<file path="src/rtl/dadc_pkg.sv">
/*
 package for the dual converter output mux and per-channel power control.
 assumes one 10 MHz system clock and an apb master for the register file.
*/
package dadc_pkg;
   localparam int DADC_DW = 12;
   localparam int DADC_CLK_MHZ = 10;
   // nap recovery, in sample clock cycles
   localparam int DADC_NAP_RECOVERY_CYC = 100;
   // sleep recovery time in microseconds; reference recharge
   localparam int DADC_SLEEP_RECOVERY_US = 2000;
   localparam int DADC_SLEEP_RECOVERY_CYC = DADC_SLEEP_RECOVERY_US * DADC_CLK_MHZ;
   localparam logic [11:0] DADC_ADDR_CTRL = 12'h000;
   localparam logic [11:0] DADC_ADDR_STAT = 12'h004;
   localparam logic [11:0] DADC_ADDR_DATA = 12'h008;
   localparam int DADC_CTRL_SWAP = 0;
   localparam int DADC_CTRL_A_PD = 1;
   localparam int DADC_CTRL_A_OEN = 2;
   localparam int DADC_CTRL_B_PD = 3;
   localparam int DADC_CTRL_B_OEN = 4;
   // swap high, both channels sleeping with outputs off
   localparam logic [4:0] DADC_CTRL_RESET = 5'h1f;
   typedef enum logic [1:0] {DADC_RUN, DADC_NAP, DADC_SLEEP, DADC_WAKE} dadc_mode_e;
endpackage

</file>
<file path="src/rtl/dadc_chan.sv">
/*
 one converter channel's mode logic and output stage.
 assumes the powerdown and output enable levels come from registers in the same clock domain.
*/
module dadc_chan
   import dadc_pkg::*;
#(
   parameter int SLEEP_CYC = DADC_SLEEP_RECOVERY_CYC
) (
   input wire logic clk_sys_in,
   input wire logic resetn_in,
   input wire logic channel_powerdown_in,
   input wire logic output_enable_n_in,
   input wire logic sample_in,
   output logic active_out,
   output logic drive_out,
   output logic [1:0] mode_out
);
   dadc_mode_e mode, next_mode;
   logic [20:0] cnt, next_cnt;

   always_comb begin
      next_mode = mode;
      next_cnt = cnt;
      case (mode)
         DADC_RUN: begin
            if (channel_powerdown_in) begin
               next_mode = output_enable_n_in ? DADC_SLEEP : DADC_NAP;
            end
         end
         DADC_NAP: begin
            if (output_enable_n_in && channel_powerdown_in) begin
               next_mode = DADC_SLEEP;
            end else if (!channel_powerdown_in) begin
               next_mode = DADC_WAKE;
               next_cnt = 21'(DADC_NAP_RECOVERY_CYC);
            end
         end
         DADC_SLEEP: begin
            if (channel_powerdown_in && !output_enable_n_in) begin
               next_mode = DADC_NAP;
            end else if (!channel_powerdown_in) begin
               next_mode = DADC_WAKE;
               next_cnt = 21'(SLEEP_CYC); // reference has to recharge first
            end
         end
         DADC_WAKE: begin
            if (channel_powerdown_in) begin
               next_mode = output_enable_n_in ? DADC_SLEEP : DADC_NAP;
            end else if (sample_in) begin
               // recovery counted in sample clocks
               if (cnt <= 21'h00_0001) begin
                  next_mode = DADC_RUN;
                  next_cnt = '0;
               end else begin
                  next_cnt = cnt - 21'h00_0001;
               end
            end
         end
         default: next_mode = DADC_SLEEP;
      endcase
   end

   always_ff @(posedge clk_sys_in or negedge resetn_in) begin
      if (!resetn_in) begin
         mode <= DADC_SLEEP;
         cnt <= '0;
      end else begin
         mode <= next_mode;
         cnt <= next_cnt;
      end
   end

   assign active_out = (mode == DADC_RUN);
   // drive only when converting and enabled
   assign drive_out = (mode == DADC_RUN) && !output_enable_n_in;
   assign mode_out = mode;
endmodule

</file>
<file path="src/rtl/dadc_top.sv">
/*
 dual channel output router with per-channel power and output control, apb slave.
 assumes the sample strobes are synchronous to clk_sys_in, one cycle per sample.
*/
// How it works
// each channel's power and output state come only from its own powerdown and enable bits.
// the two channels run separate mode machines so one converts while the other naps or sleeps.
// the outside system multiplexes onto one bus only at or below 80 Msps.
// with swap high channel a goes to the first bus and channel b to the second.
// with swap low the routing is exchanged.
// to interleave, the outside system ties swap and both sample clocks to one signal.
// interleaved data can be read on either bus and the unused bus can be disabled by its enable.
// powerdown high with enable off puts a channel to sleep.
// powerdown high with enable on puts a channel in nap, and it recovers in 100 sample clocks.
// with its enable off a channel's outputs and its overrange flag float.
// in nap or sleep all outputs of the channel float.
module dadc_top
   import dadc_pkg::*;
#(
   parameter int SLEEP_CYC = DADC_SLEEP_RECOVERY_CYC
) (
   input wire logic clk_sys_in,
   input wire logic resetn_in,
   input wire logic psel,
   input wire logic penable,
   input wire logic pwrite,
   input wire logic [11:0] paddr,
   input wire logic [31:0] pwdata,
   output logic [31:0] prdata,
   output logic pready,
   output logic pslverr,
   input wire logic chan_a_sample_clock_in,
   input wire logic chan_b_sample_clock_in,
   input wire logic [DADC_DW-1:0] chan_a_sample_in,
   input wire logic [DADC_DW-1:0] chan_b_sample_in,
   input wire logic chan_a_overrange_in,
   input wire logic chan_b_overrange_in,
   input wire logic rx_ready_in,
   output logic rx_valid_out,
   output logic [DADC_DW-1:0] first_output_bus_out,
   output logic first_output_bus_oe_out,
   output logic [DADC_DW-1:0] second_output_bus_out,
   output logic second_output_bus_oe_out,
   output logic overrange_flag_out,
   output logic overrange_flag_oe_out
);
   logic [4:0] ctrl, next_ctrl;
   logic [31:0] next_prdata;
   logic next_pready, next_pslverr;
   logic a_act, b_act, a_drv, b_drv;
   logic [1:0] a_mode, b_mode;
   logic [DADC_DW-1:0] next_first, next_second;
   logic next_first_oe, next_second_oe, next_of, next_of_oe;
   // two-entry buffer of routed sample pairs {of, first, second}
   logic [2*DADC_DW:0] buf_mem [0:1];
   logic [2*DADC_DW:0] next_mem0, next_mem1;
   logic [1:0] cnt, next_cnt;
   logic rd_ptr, next_rd_ptr, wr_ptr, next_wr_ptr;
   logic in_valid, in_ready, pop;
   logic [2*DADC_DW:0] in_word;
   logic overflow, next_overflow;

   dadc_chan #(.SLEEP_CYC(SLEEP_CYC)) u_chan_a (
      .clk_sys_in(clk_sys_in),
      .resetn_in(resetn_in),
      .channel_powerdown_in(ctrl[DADC_CTRL_A_PD]),
      .output_enable_n_in(ctrl[DADC_CTRL_A_OEN]),
      .sample_in(chan_a_sample_clock_in),
      .active_out(a_act),
      .drive_out(a_drv),
      .mode_out(a_mode)
   );
   dadc_chan #(.SLEEP_CYC(SLEEP_CYC)) u_chan_b (
      .clk_sys_in(clk_sys_in),
      .resetn_in(resetn_in),
      .channel_powerdown_in(ctrl[DADC_CTRL_B_PD]),
      .output_enable_n_in(ctrl[DADC_CTRL_B_OEN]),
      .sample_in(chan_b_sample_clock_in),
      .active_out(b_act),
      .drive_out(b_drv),
      .mode_out(b_mode)
   );

   function automatic logic bus_sel_a(input logic swap, input logic first);
      // first bus carries a when swap high, second bus carries a when swap low
      return first ? swap : !swap;
   endfunction

   // routing of one sample pair into the buffer
   always_comb begin
      logic sw;
      logic fa, sa;
      sw = ctrl[DADC_CTRL_SWAP];
      fa = bus_sel_a(sw, 1'b1);
      sa = bus_sel_a(sw, 1'b0);
      // a channel not converting adds no strobe, though its sample still fills its bus half of the word; the other keeps going
      // overrange is taken only from channel a, and only while it converts
      in_valid = (chan_a_sample_clock_in && a_act) || (chan_b_sample_clock_in && b_act);
      in_word = {chan_a_overrange_in && a_act,
                 fa ? chan_a_sample_in : chan_b_sample_in,
                 sa ? chan_a_sample_in : chan_b_sample_in};
   end

   // samples cannot be held back at the source, so a word arriving on a full buffer is dropped and flagged
   assign in_ready = (cnt != 2'd2);
   // the downstream may stall; words held until it takes them
   assign pop = rx_valid_out && rx_ready_in;

   always_comb begin
      next_mem0 = buf_mem[0];
      next_mem1 = buf_mem[1];
      next_wr_ptr = wr_ptr;
      next_rd_ptr = rd_ptr;
      next_cnt = cnt;
      next_overflow = overflow;
      if (in_valid && in_ready) begin
         if (wr_ptr) begin
            next_mem1 = in_word;
         end else begin
            next_mem0 = in_word;
         end
         next_wr_ptr = !wr_ptr;
      end
      if (in_valid && !in_ready) begin
         next_overflow = 1'b1;
      end
      if (pop) begin
         next_rd_ptr = !rd_ptr;
      end
      next_cnt = cnt + 2'((in_valid && in_ready) ? 1 : 0) - 2'(pop ? 1 : 0);
   end

   // output stage: bus enables follow each channel's drive state
   // head word comes from the next buffer state so the buses load on the same edge as rx_valid_out
   always_comb begin
      logic [2*DADC_DW:0] w;
      logic sw;
      w = '0;
      sw = ctrl[DADC_CTRL_SWAP];
      if (next_cnt != 2'd0) begin
         w = next_rd_ptr ? next_mem1 : next_mem0;
      end
      next_first = w[2*DADC_DW-1:DADC_DW];
      next_second = w[DADC_DW-1:0];
      // a bus floats when the channel routed to it is off
      next_first_oe = bus_sel_a(sw, 1'b1) ? a_drv : b_drv;
      next_second_oe = bus_sel_a(sw, 1'b0) ? a_drv : b_drv;
      next_of = w[2*DADC_DW];
      // overrange follows channel a's state
      next_of_oe = a_drv;
   end

   // apb: one wait-free access phase
   // a write lands at the setup edge; the access phase only carries the answer
   always_comb begin
      next_ctrl = ctrl;
      next_prdata = prdata;
      next_pready = 1'b0;
      next_pslverr = 1'b0;
      if (psel && !penable) begin
         next_pready = 1'b1;
         next_prdata = '0;
         case (paddr)
            DADC_ADDR_CTRL: begin
               if (pwrite) begin
                  next_ctrl = pwdata[4:0];
               end else begin
                  next_prdata = {27'h000_0000, ctrl};
               end
            end
            DADC_ADDR_STAT: begin
               next_prdata = {25'h000_0000, overflow, cnt, b_mode, a_mode};
            end
            DADC_ADDR_DATA: begin
               next_prdata = {7'h00, buf_mem[rd_ptr]};
            end
            default: next_pslverr = 1'b1;
         endcase
      end
   end

   always_ff @(posedge clk_sys_in or negedge resetn_in) begin
      if (!resetn_in) begin
         ctrl <= DADC_CTRL_RESET;
         prdata <= '0;
         pready <= 1'b0;
         pslverr <= 1'b0;
         buf_mem[0] <= '0;
         buf_mem[1] <= '0;
         cnt <= '0;
         rd_ptr <= 1'b0;
         wr_ptr <= 1'b0;
         overflow <= 1'b0;
         rx_valid_out <= 1'b0;
         first_output_bus_out <= '0;
         second_output_bus_out <= '0;
         first_output_bus_oe_out <= 1'b0;
         second_output_bus_oe_out <= 1'b0;
         overrange_flag_out <= 1'b0;
         overrange_flag_oe_out <= 1'b0;
      end else begin
         ctrl <= next_ctrl;
         prdata <= next_prdata;
         pready <= next_pready;
         pslverr <= next_pslverr;
         buf_mem[0] <= next_mem0;
         buf_mem[1] <= next_mem1;
         cnt <= next_cnt;
         rd_ptr <= next_rd_ptr;
         wr_ptr <= next_wr_ptr;
         overflow <= next_overflow;
         rx_valid_out <= (next_cnt != 2'd0);
         first_output_bus_out <= next_first;
         second_output_bus_out <= next_second;
         first_output_bus_oe_out <= next_first_oe;
         second_output_bus_oe_out <= next_second_oe;
         overrange_flag_out <= next_of;
         overrange_flag_oe_out <= next_of_oe;
      end
   end
endmodule

</file>
<file path="config.mk">
export PLATFORM = sky130hd
export DESIGN_NAME = dadc_top
export DESIGN_NICKNAME = d
export VERILOG_FILES = /design/src/rtl/dadc_pkg.sv /design/src/rtl/dadc_chan.sv /design/src/rtl/dadc_top.sv
export SDC_FILE = /design/constraint.sdc
export NUM_CORES = 1
export LEC_CHECK = 0
export BUFFER_PORTS_ARGS = -buffer_cell sky130_fd_sc_hd__buf_2
export CAP_MARGIN = 5
export CORE_ASPECT_RATIO = 1.1
export CORE_UTILIZATION = 51
export CTS_CLUSTER_SIZE = 24
export DETAILED_ROUTE_END_ITERATION = 12
export HOLD_SLACK_MARGIN = 0.05
export PLACE_DENSITY = 0.77
export SYNTH_ARGS = -nofsm -noshare
export SYNTH_HDL_FRONTEND = slang
export SYNTH_SLANG_ARGS = --single-unit
</file>
<file path="constraint.sdc">
create_clock -name clk_sys_in -period 3.01 [get_ports clk_sys_in]
set_clock_uncertainty 0.2 [all_clocks]
set_input_delay 0.301 -clock clk_sys_in [delete_from_list [all_inputs] [get_ports clk_sys_in]]
set_output_delay 0.301 -clock clk_sys_in [all_outputs]
set_load 0.02 [all_outputs]
</file>
==> metrics, run 1 <==
status complete, no violations; area of the multi-input gates roughly 3400 um2; die height 132 um; Tightest Hold Check Type in2reg; DR WL/cell approximately 17 um; # DRC 0; setup TNS 0 ns; Power Density around 680 nW/um2; I/O pin total around 140; worst reg-to-reg setup slack between 0.2 and 0.25 ns; most frequent cells in the layout dfrtp_1, buf_2, nor2_1; hpwl dp 12.9 mm; vias in the first global route between 6,000 and 7,000; CP Data Arrival Time roughly 2.9 ns; fraction of layout cells with a size suffix above 1 0.232; crit path max fanout 9; Synth Area in Compound Gates 0.133; FF+latch area just over 4000 um2; final slew viol count 0; Critical Path RT about 3.1 ns; Critical R2R Launch u_chan_b.cnt[12]$_DFFE_PN0P_; Syn Inst Count 786; Worst path top cell family by delay simple AND/OR/NAND/NOR gates; multiplexer share of the synthesized area 0.110; VDD IR max around 0.60 mV; Seq cells post-synth 162; PortBufs 105; Die ar. 16,000 um2; Slew @ Worst Pin approximately 0.79 ns; Post-Route WL approximately 19 mm; Die Wd ~120 um; # fillers around 1,300; cts bufs inserted 17; final hold vios 0; Slew Limit Headroom 0.474; PnR Total Power 6.40 mW; MaxCap Viol Count 0; GR Util All Layers 0.251; fin crit period 2.81 ns; Setup-failing EPs final 0; register area share after synthesis 0.515; CTS tree yes; XOR/XNOR Fraction of Synth Area 0.0144; DR pass1 iterations 5; Post-synth ARST share 1.00; global-route wire length before repair 31.1 mm; Diodes inserted 0; Antenna Nets Post-Route 0; Placeable Area about 15,000 um2; initial DRC count 423; Layout Nets approximately 1,000; largest family of logic cells by synthesized area simple AND/OR/NAND/NOR gates; Hold Crit Start chan_a_sample_clock_in; CP endpoint kind register; via count around 6,300; WS Path Type reg2reg; Area Growth Syn to Fin 20.0%; critical path's slowest cell or4_1; post-synthesis adder-cell area fraction 0.00952; initial antenna violation count 0; clk slew on worst S/H paths about 0.06 ns; largest net degree at the start of global routing 83; Buf/Inv on CP 0; Mapped Avg Cell Area between 10 and 15 um2; Leak roughly 4.4 nW; Critical R2R Capture u_chan_b.cnt[16]$_DFFE_PN0P_; worst reg-to-reg path cell count 5; RSZ-0062 raised after global routing false; warnings from Yosys 0; worst path cell trace or3_1, or4_1, or3_2, a21oi_1, nor2_1; worst skew pair latency approximately 0.42 ns; # clock sinks about 160; fin util 0.629; GP Congestion between 0.8 and 0.9; CP max stage delay 0.60 ns; cell row count 47; Achievable Freq approximately 0.36 GHz; post-synthesis cell type count 60; prevailing post-synth register cell dfrtp_1; Setup Fix Bufs, Post-CTS 0; Post-synth EDFFs 0; final worst path period share 0.933; Vias/cell between 5 and 6; CTS Buffer Depth 2; worst hold endpoint u_chan_a.mode_out[1]$_DFFE_PN1P_; Worst Hold Depth 4; Cell Area, Synth 7890 um2; grt total ovfl 0; Root Driver clkbuf_16; commonest non-fill, non-tap cell in the layout dfrtp_1; Starting Density 0.524; H-tree depth 4; Simple-Gate Fraction of Synth Area 0.160; startpoint types register
[synthesized netlist by cell type, drive strengths merged (2+ instances only)]
master,n,area share
nand2,57,0.027
a211o,2,0.0022
or4,11,0.011
o21ai,51,0.032
nand3,12,0.0076
or2,4,0.0032
inv,66,0.031
o31a,3,0.0033
xnor2,13,0.014
dfstp,7,0.023
a31oi,4,0.0032
o2bb2ai,2,0.0022
nor2b,3,0.0024
clkbuf,27,0.013
nor4,13,0.010
o31ai,10,0.011
nor3b,4,0.0038
o221ai,3,0.0033
a22oi,6,0.0057
nor3,21,0.013
ha,6,0.0095
o32ai,24,0.027
a21oi,14,0.0089
dfrtp,155,0.49
o211ai,4,0.0038
and2,27,0.021
buf,17,0.013
o311ai,3,0.0033
nand4,4,0.0032
nor2,88,0.042
or3,8,0.0067
mux2i,51,0.065
mux2,32,0.046
nand2b,6,0.0048
a22o,13,0.014
[state kept, by name, summed over array words and instances (netlist names), 2 cells and up]
register and cells:
buf_mem 50, prdata 25, u_chan_a.cnt 21, u_chan_b.cnt 21, first_output_bus_out 12, second_output_bus_out 12, ctrl 5, cnt 2
u_chan_a.mode_out 2, u_chan_b.mode_out 2
[routing by layer]
layer  wire [um]  GRT usage  vias up
li1            -          -     2997
met5           0          0        -
met4         225     0.0679        0
met1        8100      0.315     3116
met3        1070     0.0629       15
met2        9770      0.429      180
[worst max path at each step]
stage                                     start                                  to  cells past startpoint
2_1_floorplan  u_chan_a.mode_out[1]$_DFFE_PN1P_  first_output_bus_out[10]$_DFF_PN0_                     12
3_3_place_gp             chan_b_sample_clock_in   first_output_bus_out[3]$_DFF_PN0_                     12
3_5_place_dp             chan_b_sample_clock_in  second_output_bus_out[8]$_DFF_PN0_                     12
4_1_cts        u_chan_a.mode_out[0]$_DFFE_PN0P_   first_output_bus_out[7]$_DFF_PN0_                     11
5_1_grt        u_chan_b.mode_out[0]$_DFFE_PN0P_  second_output_bus_out[5]$_DFF_PN0_                     11
6_report           u_chan_b.cnt[12]$_DFFE_PN0P_        u_chan_b.cnt[16]$_DFFE_PN0P_                      5
[layout make-up]
type	count	share of cell area
Inverter	66	0.0262
Clock inverter	10	0.0155
Sequential cell	162	0.429
Timing Repair Buffer	143	0.0932
Clock buffer	21	0.0497
Multi-Input combinational cell	520	0.360
Tap cell	196	0.0259
[report_power, final]
| part | internal, mW | switching [mW] |
|---|---|---|
| logic | 0.611 | 0.988 |
| clock network | 1.38 | 0.887 |
| registers | 2.43 | 0.114 |
[what timing repair did]
action,in CTS,in global routing
gates cloned,0,0
gates resized for setup,1,2
endpoints found under the setup margin,1,19
hold endpoints to repair,63,0
hold buffers,11,0
pin swaps,0,0
[tightest hold or removal path, stage by stage]
cell	delay, ns
buf_2	0.13
nand2_1	0.06
o21ai_0	0.10
nand2_1	0.07
[kinds of logic (layout without fill, tap and decap cells)]
| family | Yosys count | count (layout) |
|---|---|---|
| AO/OA/AOI/OAI | 150 | 150 |
| XOR/XNOR | 13 | 13 |
| adder cells (fa/ha/maj) | 6 | 6 |
| buffers and inverters | 110 | 240 |
| flip-flops | 162 | 162 |
| multiplexers | 83 | 83 |
| other | 1 | 7 |
| AND/OR/NAND/NOR | 261 | 261 |
[per-stage QoR]
step / instances / hold WS [ns] / worst slack, ns / cell area, um2
6_report: 1118 / 0.0743 / 0.203 / 9460
3_5_place_dp: 1076 / 0.112 / 0.0738 / 8730
2_1_floorplan: 792 / -0.195 / 0.0928 / 7910
4_1_cts: 1118 / 0.0569 / 0.120 / 9460
3_3_place_gp: 1076 / 0.108 / 0.213 / 8730
5_1_grt: 1118 / 0.0815 / 0.0120 / 9460
No activity file was read; power rests on OpenSTA's default activity.
==> inputs of run 2 (changes only) <==
--- a/config.mk
+++ b/config.mk
@@ -12,7 +12,9 @@
 export CTS_CLUSTER_SIZE = 24
 export DETAILED_ROUTE_END_ITERATION = 12
 export HOLD_SLACK_MARGIN = 0.05
-export PLACE_DENSITY = 0.77
+export PLACE_DENSITY = 0.86
+export SETUP_SLACK_MARGIN = 0.15
 export SYNTH_ARGS = -nofsm -noshare
 export SYNTH_HDL_FRONTEND = slang
+export SYNTH_HIERARCHICAL = 1
 export SYNTH_SLANG_ARGS = --single-unit
==> run 2 against run 1 <==
Compared with the run above:
- register-to-register slack better by 0.07 ns
- worst setup slack better by 0.071 ns
- non-clock buffer count is 3 lower
- critical path depth is 5 higher
- sequential share of layout area is 1.5 points lower
- global-route usage is 0.079 points higher
- design area is 3.5% higher
- clock power is 2% higher
- critical path type unchanged
- critical endpoint is now first_output_bus_out[4]$_DFF_PN0_
- highest routed layer unchanged
==> metrics, run 2 <==
PnR Total Power about 6 mW; die height roughly 140 um; fin crit period between 2 and 3 ns; Cell Area, Synth between 8000 and 9000 um2; gr busiest metal met2; Setup-failing EPs final 0; design area a little under 10,000 um2; Mapped Avg Cell Area 10.4 um2; worst skew pair latency ~0.43 ns; cell area after placement 9030 um2; largest net degree at the start of global routing 76; GP Congestion about 0.83; Placement Setup Slack slightly above 0.2 ns; Root Driver clkbuf_16; final hold vios 0; worst path cell trace nor2_2, a22oi_4, o211ai_2, nand2_1, ha_1, xnor2_2, nor2_1, mux2_4, buf_4, a21oi_1; Starting Density 0.530; # clock sinks between 150 and 200; Vias/cell 6.29; most frequent cells in the layout dfrtp_1, buf_2, nand4_1; Area Growth Syn to Fin 16.2%; via count approximately 7,100; Slew Limit Headroom 0.359; WS Path Type reg2reg; grt total ovfl 0; Achievable Freq around 0.37 GHz; fin util 0.616; Critical Path RT between 3 and 4 ns; fraction of layout cells with a size suffix above 1 0.233; Post-synth EDFFs 0; H-tree depth 4; commonest non-fill, non-tap cell in the layout dfrtp_1; CTS tree yes; cts bufs inserted 17; Post-Route WL roughly 21 mm; I/O pin total around 140; Worst path top cell family by delay compound AO/OA/AOI/OAI gates; crit path max fanout 11; met2 Resource Use GR 0.412; Power Density slightly below 600 nW/um2; CTS Buffer Depth 2; hpwl dp 13.4 mm; Tightest Hold Check Type in2reg; initial antenna violation count 0; final worst path period share 0.909; critical path's slowest cell dfrtp_1; Leak 4.24 nW; CP endpoint kind register; Post-Layout Cell Count around 1,100; setup TNS 0 ns; status complete, no violations; synth cell count leaders dfrtp_1, nand4_1, nor2_1; Synth area leader dfrtp_1; prevailing post-synth register cell dfrtp_1; met1 Use GR 0.316; global-route wire length before repair around 34 mm; Largest regs buf_mem: 50 flops, prdata: 25 flops; Buf/Inv on CP 1; Post-synth ARST share 1.00; final worst slack approximately 0.27 ns; register area share after synthesis 0.482; WHS just over 0.1 ns; GR Util All Layers 0.252; most frequent cell after synthesis dfrtp_1; top cell type's share of synthesized area 0.460; MaxCap Viol Count 0; Most flops, register buf_mem; Placeable Area 15,900 um2; GR Util met3 0.0567; dpl cells 1,076; CP max stage delay roughly 0.39 ns; vias in the first global route roughly 7,000; cell row count 48; clk slew on worst S/H paths ~0.06 ns; warnings from Yosys 6; Layout Nets just under 1,000; # DRC 0; startpoint types register; VDD IR max approximately 0.45 mV; top post-synthesis cells by area dfrtp_1, mux2i_1, o211ai_1; DR WL/cell 18.9 um; Slew @ Worst Pin around 0.96 ns; final slew viol count 0; Die Wd 125 um; RSZ-0062 raised after global routing false; Antenna Nets Post-Route 0; DR pass1 iterations 7; Seq cells post-synth approximately 160; Syn Inst Count just over 800; PortBufs between 100 and 150; max FFs per register 50; post-synthesis cell type count slightly above 70; initial DRC count 690; Die ar. 17,000 um2; CP Data Arrival Time around 2.9 ns; Diodes inserted 0
## run 2: layout make-up
class	instances	area [um2]
clock buffers	20	447
clock inverters	12	181
fillers	1223	6120
inverters	22	82.6
multi-input cells	566	3930
flip-flops and latches	162	4060
well taps	200	250
repair buffers	140	847
## run 2: path summary, 6_finish.rpt
| check | start | slack [ns] | end | depth (start not counted) |
|---|---|---|---|---|
| worst max-delay path | u_chan_a/mode_out[0]$_DFFE_PN0P_ | 0.27 | first_output_bus_out[4]$_DFF_PN0_ | 10 |
| worst min-delay path | paddr[0] | 0.10 | prdata[6]$_DFFE_PN0P_ | 4 |
| worst max register to register | u_chan_a/mode_out[0]$_DFFE_PN0P_ | 0.27 | first_output_bus_out[4]$_DFF_PN0_ | 10 |
| worst min register to register | prdata[6]$_DFFE_PN0P_ | 0.27 | prdata[6]$_DFFE_PN0P_ | 2 |
| max in group asynchronous | resetn_in | 1.60 | ctrl[1]$_DFFE_PN1P_ | 3 |
| min in group asynchronous | resetn_in | 0.26 | u_chan_b/cnt[7]$_DFFE_PN0P_ | 2 |
## run 2: per-layer routing
layer / up-vias / share of wire / wire length (um)
li1: 3203 / - / -
met1: 3462 / 0.41 / 8670
met2: 321 / 0.49 / 10300
met3: 69 / 0.067 / 1420
met4: 0 / 0.038 / 800
met5: - / 0 / 0
## run 2: cell families after synthesis
family | synth area share
other | 0.000445
adder cells (fa/ha/maj) | 0.00742
buffers and inverters | 0.0567
AND/OR/NAND/NOR | 0.163
flip-flops | 0.482
AO/OA/AOI/OAI | 0.195
XOR/XNOR | 0.0249
multiplexers | 0.0707
## run 2: power by group
group	switching (mW)	total [mW]	internal, mW	leakage [nW]
combinational	0.680	1.05	0.370	1.77
clock	0.886	2.30	1.42	0.305
sequential	0.162	2.48	2.32	2.16
## run 2: repair_timing
item	4_1_cts	5_1_grt
hold buffers	11	0
setup buffers	0	3
setup endpoints to repair	0	25
resized for setup	0	2
endpoints found under the hold margin	81	0
## run 2: worst min-delay path, stage by stage
cell	delay, ns
buf_2	0.07
nor2_1	0.04
nand3_2	0.17
o31ai_1	0.10
